`src/rtl/sfc_consts.vh`:
```
/*
  Constants of the serial flash command front end: opcodes, address layout,
  page size and the self-timed program delay.
  Assumes it is included by the design files by its bare name.
*/
`ifndef SFC_CONSTS_VH
`define SFC_CONSTS_VH

// Opcodes, shifted in most significant bit first.
`define SFC_OP_RD_FAST   8'h0B
`define SFC_OP_RD_SLOW   8'h03
`define SFC_OP_PROG      8'h02
`define SFC_OP_ERASE_4K  8'h20
`define SFC_OP_ERASE_32K 8'h52
`define SFC_OP_ERASE_64K 8'hD8
`define SFC_OP_CHIP_A    8'h60
`define SFC_OP_CHIP_B    8'hC7
`define SFC_OP_WREN      8'h06
`define SFC_OP_WRDI      8'h04
`define SFC_OP_PROT      8'h36
`define SFC_OP_UNPROT    8'h39
`define SFC_OP_RD_PROT   8'h3C
`define SFC_OP_RD_STAT   8'h05
`define SFC_OP_WR_STAT   8'h01
`define SFC_OP_RD_ID     8'h9F
`define SFC_OP_PDOWN     8'hB9
`define SFC_OP_RESUME    8'hAB

// Array address layout: 21 kept bits, sector number in the top four.
`define SFC_ADDR_W       21
`define SFC_SECT_MSB     20
`define SFC_SECT_LSB     17
`define SFC_PAGE_BYTES   256

// Status byte fields.
`define SFC_STAT_BUSY    0
`define SFC_STAT_WEL     1

// Clock rate and page_program_time.
`define SFC_CLK_MHZ      50
`define SFC_PP_TIME_US   1000

`endif

```
`src/rtl/sfc_sync.v`:
```
/*
  Two flip-flop synchroniser for a group of independent levels.
  Assumes each bit is a slow level or a clock far below the sampling rate.
*/
`timescale 1ns/100ps
module sfc_sync #(
  parameter       W       = 3,
  parameter [2:0] RST_VAL = 3'h4
) (
  input  wire         mclk_i,
  input  wire         rst_i,
  input  wire         ce_i,
  input  wire [W-1:0] d_i,
  output reg  [W-1:0] q_o
);

  reg [W-1:0] meta;

  always @(posedge mclk_i)
  begin
    if (rst_i)
    begin
      meta <= RST_VAL[W-1:0];
      q_o  <= RST_VAL[W-1:0];
    end
    else if (ce_i)
    begin
      meta <= d_i;
      q_o  <= meta;
    end
  end

endmodule // sfc_sync

```
`src/rtl/sfc_pgbuf.v`:
```
/*
  Page buffer of 256 bytes with one valid bit per byte, held in flip-flops.
  Assumes clear and write never fall in the same cycle; reads take one cycle.
*/
`timescale 1ns/100ps
`include "sfc_consts.vh"
module sfc_pgbuf (
  input  wire       mclk_i,
  input  wire       rst_i,
  input  wire       ce_i,
  input  wire       clr_i,
  input  wire       wr_i,
  input  wire [7:0] waddr_i,
  input  wire [7:0] wdata_i,
  input  wire [7:0] raddr_i,
  output reg  [7:0] rdata_o,
  output reg        rvalid_o
);

  reg [7:0]                   mem [0:`SFC_PAGE_BYTES-1];
  reg [`SFC_PAGE_BYTES-1:0]   vld;

  // The data array needs no reset: a byte is only used while its valid bit is set.
  always @(posedge mclk_i)
  begin
    if (ce_i && wr_i)
      mem[waddr_i] <= wdata_i;
  end

  always @(posedge mclk_i)
  begin
    if (rst_i)
    begin
      vld      <= {`SFC_PAGE_BYTES{1'b0}};
      rdata_o  <= 8'h00;
      rvalid_o <= 1'b0;
    end
    else if (ce_i)
    begin
      if (clr_i)
        vld <= {`SFC_PAGE_BYTES{1'b0}};
      else if (wr_i)
        vld[waddr_i] <= 1'b1;
      rdata_o  <= mem[raddr_i];
      rvalid_o <= vld[raddr_i];
    end
  end

endmodule // sfc_pgbuf

```
`src/rtl/sfc_flash_front.v`:
```
/*
  Command front end of a serial NOR flash slave: opcode framing, array read
  with wrapping address, byte/page program through a page buffer, write
  enable latch and a status byte.
  Assumes the array sits behind a same-clock port that answers a read within
  the strobe's own cycle, and that the serial clock is far slower than mclk_i.
*/
`timescale 1ns/100ps
`include "sfc_consts.vh"
module sfc_flash_front #(
  parameter [23:0] PP_CYCLES = `SFC_PP_TIME_US * `SFC_CLK_MHZ
) (
  input  wire                   mclk_i,
  input  wire                   rst_i,
  input  wire                   ce_i,
  input  wire                   cs_n_i,
  input  wire                   sck_i,
  input  wire                   si_i,
  output reg                    so_o,
  output reg                    so_oe_o,
  output reg [`SFC_ADDR_W-1:0]  mem_addr_o,
  output reg                    mem_rd_o,
  input  wire [7:0]             mem_rdata_i,
  output reg                    mem_wr_o,
  output reg [7:0]              mem_wdata_o,
  input  wire [15:0]            sect_prot_i,
  output reg                    busy_o,
  output reg                    write_enable_latch_o
);

  localparam [2:0] S_IDLE   = 3'h0;
  localparam [2:0] S_OPC    = 3'h1;
  localparam [2:0] S_ADDR   = 3'h2;
  localparam [2:0] S_DUMMY  = 3'h3;
  localparam [2:0] S_RDATA  = 3'h4;
  localparam [2:0] S_PDATA  = 3'h5;
  localparam [2:0] S_STAT   = 3'h6;
  localparam [2:0] S_IGNORE = 3'h7;

  localparam [1:0] E_IDLE   = 2'h0;
  localparam [1:0] E_RD     = 2'h1;
  localparam [1:0] E_WR     = 2'h2;
  localparam [1:0] E_WAIT   = 2'h3;

  localparam [23:0] PP_LOAD = PP_CYCLES - 24'h000001;

  // Next array address; the 21-bit sum wraps from the top to zero.
  function [`SFC_ADDR_W-1:0] inc_addr;
    input [`SFC_ADDR_W-1:0] a;
    begin
      inc_addr = a + 21'h000001;
    end
  endfunction

  wire [2:0]              pins_s;
  reg                     sck_d;
  reg                     cs_n_d;
  reg  [2:0]              state;
  reg  [7:0]              op;
  reg                     op_ok;
  reg  [6:0]              shreg;
  reg  [2:0]              bit_cnt;
  reg  [1:0]              addr_cnt;
  reg  [`SFC_ADDR_W-1:0]  addr;
  reg                     hdr_done;
  reg                     have_data;
  reg  [7:0]              pg_off;
  reg  [7:0]              out_sh;
  reg  [2:0]              out_cnt;
  reg  [7:0]              fetch;
  reg                     rd_pend;
  reg                     buf_clr;
  reg                     buf_wr;
  reg  [7:0]              buf_waddr;
  reg  [7:0]              buf_wdata;
  wire [7:0]              buf_rdata;
  wire                    buf_rvalid;
  reg  [1:0]              eng;
  reg  [7:0]              eidx;
  reg  [12:0]             prog_page;
  reg  [23:0]             wait_cnt;

  wire cs_n_s   = pins_s[2];
  wire sck_s    = pins_s[1];
  wire si_s     = pins_s[0];
  wire cs_act   = ~cs_n_s;
  wire cs_start = ~cs_n_s & cs_n_d;
  wire cs_end   = cs_n_s & ~cs_n_d;
  wire sck_rise = sck_s & ~sck_d;
  wire sck_fall = ~sck_s & sck_d;
  // Only edges matter, so the idle level of the serial clock is irrelevant.
  wire       byte_done = cs_act & sck_rise & (bit_cnt == 3'h7);
  wire [7:0] byte_in   = {shreg, si_s};
  wire [`SFC_ADDR_W-1:0] hdr_addr = {addr[12:0], byte_in};
  wire [7:0] stat_byte = {6'h00, write_enable_latch_o, busy_o};
  wire [7:0] out_load  = (state == S_STAT) ? stat_byte : fetch;
  wire [3:0] prog_sect = addr[`SFC_SECT_MSB:`SFC_SECT_LSB];

  // Pins come from the host's domain and are seen only after two flops.
  sfc_sync #(
    .W       (3),
    .RST_VAL (3'h4)
  ) u_sync (
    .mclk_i (mclk_i),
    .rst_i  (rst_i),
    .ce_i   (ce_i),
    .d_i    ({cs_n_i, sck_i, si_i}),
    .q_o    (pins_s)
  );

  sfc_pgbuf u_pgbuf (
    .mclk_i   (mclk_i),
    .rst_i    (rst_i),
    .ce_i     (ce_i),
    .clr_i    (buf_clr),
    .wr_i     (buf_wr),
    .waddr_i  (buf_waddr),
    .wdata_i  (buf_wdata),
    .raddr_i  (eidx),
    .rdata_o  (buf_rdata),
    .rvalid_o (buf_rvalid)
  );

  always @(posedge mclk_i)
  begin
    if (rst_i)
    begin
      sck_d                <= 1'b0;
      cs_n_d               <= 1'b1;
      state                <= S_IDLE;
      op                   <= 8'h00;
      op_ok                <= 1'b0;
      shreg                <= 7'h00;
      bit_cnt              <= 3'h0;
      addr_cnt             <= 2'h0;
      addr                 <= 21'h000000;
      hdr_done             <= 1'b0;
      have_data            <= 1'b0;
      pg_off               <= 8'h00;
      out_sh               <= 8'h00;
      out_cnt              <= 3'h0;
      fetch                <= 8'h00;
      rd_pend              <= 1'b0;
      buf_clr              <= 1'b0;
      buf_wr               <= 1'b0;
      buf_waddr            <= 8'h00;
      buf_wdata            <= 8'h00;
      eng                  <= E_IDLE;
      eidx                 <= 8'h00;
      prog_page            <= 13'h0000;
      wait_cnt             <= 24'h000000;
      so_o                 <= 1'b0;
      so_oe_o              <= 1'b0;
      mem_addr_o           <= 21'h000000;
      mem_rd_o             <= 1'b0;
      mem_wr_o             <= 1'b0;
      mem_wdata_o          <= 8'h00;
      busy_o               <= 1'b0;
      write_enable_latch_o <= 1'b0;
    end
    else if (ce_i)
    begin
      sck_d    <= sck_s;
      cs_n_d   <= cs_n_s;
      mem_rd_o <= 1'b0;
      mem_wr_o <= 1'b0;
      buf_clr  <= 1'b0;
      buf_wr   <= 1'b0;
      if (rd_pend)
      begin
        fetch   <= mem_rdata_i;
        rd_pend <= 1'b0;
      end

      if (cs_start)
      begin
        state     <= S_OPC;
        op_ok     <= 1'b0;
        bit_cnt   <= 3'h0;
        addr_cnt  <= 2'h0;
        hdr_done  <= 1'b0;
        have_data <= 1'b0;
        out_cnt   <= 3'h0;
      end
      else if (cs_end)
      begin
        // A release at any point stops output at once, even mid-byte.
        state   <= S_IDLE;
        so_oe_o <= 1'b0;
        if (op_ok)
        begin
          if (op == `SFC_OP_WREN)
            write_enable_latch_o <= 1'b1;
          else if (op == `SFC_OP_WRDI)
            write_enable_latch_o <= 1'b0;
          else if (op == `SFC_OP_PROG && write_enable_latch_o)
          begin
            if (hdr_done && have_data && !sect_prot_i[prog_sect])
            begin
              eng       <= E_RD;
              eidx      <= 8'h00;
              prog_page <= addr[20:8];
              busy_o    <= 1'b1;
            end
            else
              write_enable_latch_o <= 1'b0;
          end
        end
      end
      else if (cs_act)
      begin
        if (sck_rise)
        begin
          shreg   <= byte_in[6:0];
          bit_cnt <= bit_cnt + 3'h1;
        end
        if (byte_done)
        begin
          case (state)
            S_OPC:
            begin
              op <= byte_in;
              // While busy only the status read is honoured.
              op_ok <= ~busy_o | (byte_in == `SFC_OP_RD_STAT);
              if (busy_o && byte_in != `SFC_OP_RD_STAT)
                state <= S_IGNORE;
              else
              begin
                case (byte_in)
                  `SFC_OP_RD_FAST,
                  `SFC_OP_RD_SLOW:
                    state <= S_ADDR;
                  `SFC_OP_PROG:
                  begin
                    state   <= S_ADDR;
                    buf_clr <= 1'b1;
                  end
                  `SFC_OP_RD_STAT:
                    state <= S_STAT;
                  // Framed but never acted on: no bytes are consumed here.
                  `SFC_OP_ERASE_4K, `SFC_OP_ERASE_32K, `SFC_OP_ERASE_64K,
                  `SFC_OP_CHIP_A, `SFC_OP_CHIP_B:
                    state <= S_IGNORE;
                  `SFC_OP_WREN, `SFC_OP_WRDI, `SFC_OP_PROT,
                  `SFC_OP_UNPROT, `SFC_OP_RD_PROT:
                    state <= S_IGNORE;
                  `SFC_OP_WR_STAT, `SFC_OP_RD_ID, `SFC_OP_PDOWN, `SFC_OP_RESUME:
                    state <= S_IGNORE;
                  default:
                  begin
                    state <= S_IGNORE;
                    op_ok <= 1'b0;
                  end
                endcase
              end
            end
            S_ADDR:
            begin
              addr     <= hdr_addr;
              addr_cnt <= addr_cnt + 2'h1;
              if (addr_cnt == 2'h2)
              begin
                hdr_done <= 1'b1;
                pg_off   <= byte_in;
                if (op == `SFC_OP_RD_FAST)
                  state <= S_DUMMY;
                else if (op == `SFC_OP_RD_SLOW)
                begin
                  state      <= S_RDATA;
                  mem_addr_o <= hdr_addr;
                  mem_rd_o   <= 1'b1;
                  rd_pend    <= 1'b1;
                  addr       <= inc_addr(hdr_addr);
                end
                else
                  state <= S_PDATA;
              end
            end
            S_DUMMY:
            begin
              state      <= S_RDATA;
              mem_addr_o <= addr;
              mem_rd_o   <= 1'b1;
              rd_pend    <= 1'b1;
              addr       <= inc_addr(addr);
            end
            S_PDATA:
            begin
              // The offset wraps in the page, so later bytes overwrite earlier ones.
              buf_wr    <= 1'b1;
              buf_waddr <= pg_off;
              buf_wdata <= byte_in;
              pg_off    <= pg_off + 8'h01;
              have_data <= 1'b1;
            end
            default:
            begin
              state <= state;
            end
          endcase
        end
        if (sck_fall && (state == S_RDATA || state == S_STAT))
        begin
          so_oe_o <= 1'b1;
          if (out_cnt == 3'h0)
          begin
            so_o    <= out_load[7];
            out_sh  <= {out_load[6:0], 1'b0};
            out_cnt <= 3'h7;
            if (state == S_RDATA)
            begin
              // Prefetch the next byte; it is needed eight serial clocks later.
              mem_addr_o <= addr;
              mem_rd_o   <= 1'b1;
              rd_pend    <= 1'b1;
              addr       <= inc_addr(addr);
            end
          end
          else
          begin
            so_o    <= out_sh[7];
            out_sh  <= {out_sh[6:0], 1'b0};
            out_cnt <= out_cnt - 3'h1;
          end
        end
      end

      // Self-timed program: copy valid buffer bytes, then wait out the time.
      case (eng)
        // The start is taken from the frame logic above, so this branch must not touch eng.
        E_IDLE:
          wait_cnt <= 24'h000000;
        E_RD:
          eng <= E_WR;
        E_WR:
        begin
          if (buf_rvalid)
          begin
            mem_wr_o    <= 1'b1;
            mem_addr_o  <= {prog_page, eidx};
            mem_wdata_o <= buf_rdata;
          end
          eidx <= eidx + 8'h01;
          if (eidx == 8'hFF)
          begin
            eng                  <= E_WAIT;
            wait_cnt             <= PP_LOAD;
            write_enable_latch_o <= 1'b0;
          end
          else
            eng <= E_RD;
        end
        E_WAIT:
        begin
          if (wait_cnt == 24'h000000)
          begin
            eng    <= E_IDLE;
            busy_o <= 1'b0;
          end
          else
            wait_cnt <= wait_cnt - 24'h000001;
        end
        default:
          eng <= E_IDLE;
      endcase
    end
  end

endmodule // sfc_flash_front

```
`config.mk`:
```
export PLATFORM = sky130hd
export DESIGN_NAME = sfc_flash_front
export DESIGN_NICKNAME = d
export VERILOG_FILES = /design/src/rtl/sfc_sync.v /design/src/rtl/sfc_pgbuf.v /design/src/rtl/sfc_flash_front.v
export VERILOG_INCLUDE_DIRS = /design/src /design/src/rtl
export SDC_FILE = /design/constraint.sdc
export NUM_CORES = 2
export LEC_CHECK = 0
export ABC_CLOCK_PERIOD_IN_PS = 4500
export BUFFER_PORTS_ARGS = -buffer_cell sky130_fd_sc_hd__buf_4
export CORE_MARGIN = 10
export CORE_UTILIZATION = 54
export DETAILED_ROUTE_END_ITERATION = 8
export PLACE_DENSITY = 0.72
export SYNTH_ARGS = -nofsm -noshare
export SYNTH_HDL_FRONTEND = slang
export SYNTH_SLANG_ARGS = --single-unit
export TNS_END_PERCENT = 30
```
`constraint.sdc`:
```
create_clock -name mclk_i -period 4.5 [get_ports mclk_i]
set_input_delay 0.9 -clock mclk_i [delete_from_list [all_inputs] [get_ports mclk_i]]
set_output_delay 0.9 -clock mclk_i [all_outputs]
set_load 0.02 [all_outputs]
```
==> results.cfg <==
[outcome]
outcome = completed

[finish]
drive_above_1_share_pct = 18.1
multi_input_area_mm2 = 0.0272
seqCellArea_mm2 = 0.0705
postLayoutCoreUtil_pct = 60.7
mostFrequentLayoutCell = edfxtp_1
layout_common_cells = edfxtp_1, nor2_1, mux4_2, a21oi_1, dfxtp_1
finalNetCount = 6263
area_delta_synth_final_pct = 11.7
nFillCells = 13000

[yosys]
async_flop_share_pct = 0
synthAdderAreaFrac_pct = 0.201
synth_top_family_by_area = multiplexers
synth_seq_cells = 2494
synth_warnings = 0
syn_nets = 6212
synth_seq_area_share_pct = 70.7
synth-main-ff-cell = edfxtp_1
synthDistinctLibCells = 83
synth.cell_area_mm2 = 0.0995
synth-xor-area-share_pct = 0.290
synthMuxAreaShare_pct = 14.5
synth_compound_area_share_pct = 6.79
synth-simple-area-share_pct = 5.44
syn-instance-count = 6166
avgSynthCellArea_um2 = 16.1
synth_edf_count = 2048

[drt]
dr.pass1.iters = 6
vias = 58200
postRouteAntennaNets = 0
drt_iter0_markers = 8165
drc = 0
viasPerCell = 6.55
wl_um = 262000
wl_per_cell_um = 29.5

[pwr]
power.density_mw_per_mm2 = 409
clkPwrFrac_pct = 44.5
ir_drop_uv = 388
p_seq_share_pct = 54.3
power_frac_comb_pct = 1.2
power_leakage_nw = 39.4
p_sw_share_pct = 20.0
p_switching_mw = 9.08
power.internal_mw = 36.3

[clocking]
clock_path_buffers = 3
root_buffer = clkbuf_16
cts.clk_slew.worst_paths_ns = 0.06
cts_hold_buf = 0
post_cts_buffers = 0
cts_sinks = 2494
insertion_delay_ns = 0.89
cts_tree = built
h-tree-depth = 4
cts_buffers = 237
post_cts_resized = 0

[sta]
finalCritPeriodShare_pct = 87.6
finalMaxSlewViolations = 0
grt_setup_unrepaired = no
hold_viol = 0
tns_ns = 0
maxSlewHeadroom_pct = 18.2
skew_ns = 0.0713
worstMarginPinSlew_ns = 1.23
setup_viol = 0
clock.fmax_ghz = 0.254
min_period_ns = 3.94

[global_route]
grt-ovfl-total = 0
grt_pass1_vias = 56500
grt_pass1_wl_um = 385000
grt_max_degree = 177
grt_use_total_pct = 25.4
antenna_found_initial = 6

[flow_run]
maxCapViolations = 0

[worst_setup_path]
worst_setup_path_start_kind = flop
arrival_ns = 4.69
critPathMaxFanout = 44
end_kind = flop
r2r_slack_ns = 0.56
critPathKind = reg2reg
required_ns = 5.25

[worst_hold_path]
hold_class = in2reg

[floorplanning]
initial_core_util_pct = 54.3
core.rowCount = 157
dieHeight_um = 449
io_pins = 65
die_x_um = 449
die_area_mm2 = 0.202
core-area_mm2 = 0.183

[placed_design]
hpwl_um = 157000
gp_congestion = 0.911
port_buffers = 64
==> synth_stat cells (19+ instances only) <==
cell type  count  area share, %
buf_4         43           0.32
nand2_1      206           0.78
o21ai_0      109           0.55
buf_2         61           0.31
o22ai_1       85           0.53
o221ai_1     170            1.5
clkbuf_1     297            1.1
dfxtp_1      446            9.0
nand3_1       54           0.27
a22oi_1       29           0.22
mux2i_1      371            3.7
nor3_1        78           0.39
a221oi_1      33           0.29
inv_1         26          0.098
or3_1         19           0.12
nor2b_1       25           0.16
mux4_2       472             11
nand2b_1      46           0.29
edfxtp_1    2048             62
nor2_1       709            2.7
buf_1         44           0.17
a31oi_1       20           0.13
a211oi_1      31           0.23
a21oi_1      449            2.3
and3_1        20           0.13
==> worst max-delay path, stage by stage (launching register included) <==
cell,delay [ns]
dfxtp_4,0.69
buf_4,0.78
mux4_2,0.61
a2111oi_0,0.96
buf_4,0.25
o32a_1,0.19
o21ai_0,0.10
nand4_1,0.09
nand3_1,0.09
==> power by group through the flow <==
stage	clock, mW	combinational, mW	sequential, mW
after floorplan	0	0.400	25.2
after global placement	0	0.526	25.2
after detailed placement	0	0.534	25.2
after CTS	20.4	0.536	24.7
after global routing	21.2	0.585	24.7
final	20.2	0.535	24.7
==> routing by layer <==
| metal | vias to the layer above | wire (um) | GRT usage [%] |
|---|---|---|---|
| met1 | 29700 | 101000 | 35.0 |
| li1 | 24500 | - | - |
| met2 | 3432 | 121000 | 38.8 |
| met5 | - | 36 | 0 |
| met4 | 6 | 11700 | 10.3 |
| met3 | 577 | 28800 | 6.36 |
==> flip-flops by register name (all words and copies together), names as in the netlist, 7 cells and up <==
name / count
u_pgbuf.mem: 2048
u_pgbuf.vld: 256
wait_cnt: 24
addr: 21
mem_addr_o: 21
prog_page: 13
buf_waddr: 8
buf_wdata: 8
eidx: 8
fetch: 8
mem_wdata_o: 8
op: 8
pg_off: 8
u_pgbuf.rdata_o: 8
out_sh: 7
shreg: 7
==> final cells by class <==
cell class	instances	share of cell area, %
Multi-Input combinational cell	3196	24.5
Sequential cell	2494	63.4
Inverter	28	0.104
Antenna cell	2	0.00450
Tap cell	2464	2.77
Clock buffer	289	5.61
Clock inverter	157	1.50
Timing Repair Buffer	260	2.15
==> metrics by stage <==
step / setup slack (ns) / total power [mW] / instances / hold slack [ns] / area (um2)
2_1_floorplan: 0.247 / 25.6 / 6166 / 0.431 / 99500
3_3_place_gp: 0.717 / 25.7 / 8442 / 0.441 / 103000
3_5_place_dp: 0.705 / 25.7 / 8442 / 0.449 / 103000
4_1_cts: 0.658 / 45.6 / 8888 / 0.209 / 111000
6_report: 0.560 / 45.4 / 8890 / 0.268 / 111000
5_1_grt: 0.521 / 46.5 / 8888 / 0.264 / 111000
==> final timing paths <==
check,from,to,cells past startpoint
worst min-delay path,cs_n_i,u_sync.meta[2]$_SDFFE_PP1P_,3
worst max-delay path,eidx[0]$_SDFFE_PP0P_,u_pgbuf.rdata_o[3]$_SDFFE_PP0P_,8
worst min register to register,mem_wdata_o[5]$_SDFFE_PP0P_,mem_wdata_o[5]$_SDFFE_PP0P_,2
worst max register to register,eidx[0]$_SDFFE_PP0P_,u_pgbuf.rdata_o[3]$_SDFFE_PP0P_,8
==> cells by family after synthesis <==
| family | Yosys count |
|---|---|
| compound gates | 1055 |
| xor+xnor | 33 |
| fa+ha+maj | 16 |
| buf+inv | 476 |
| flops | 2494 |
| mux | 849 |
| simple gates | 1243 |
Power figures use the tool's default switching activity.
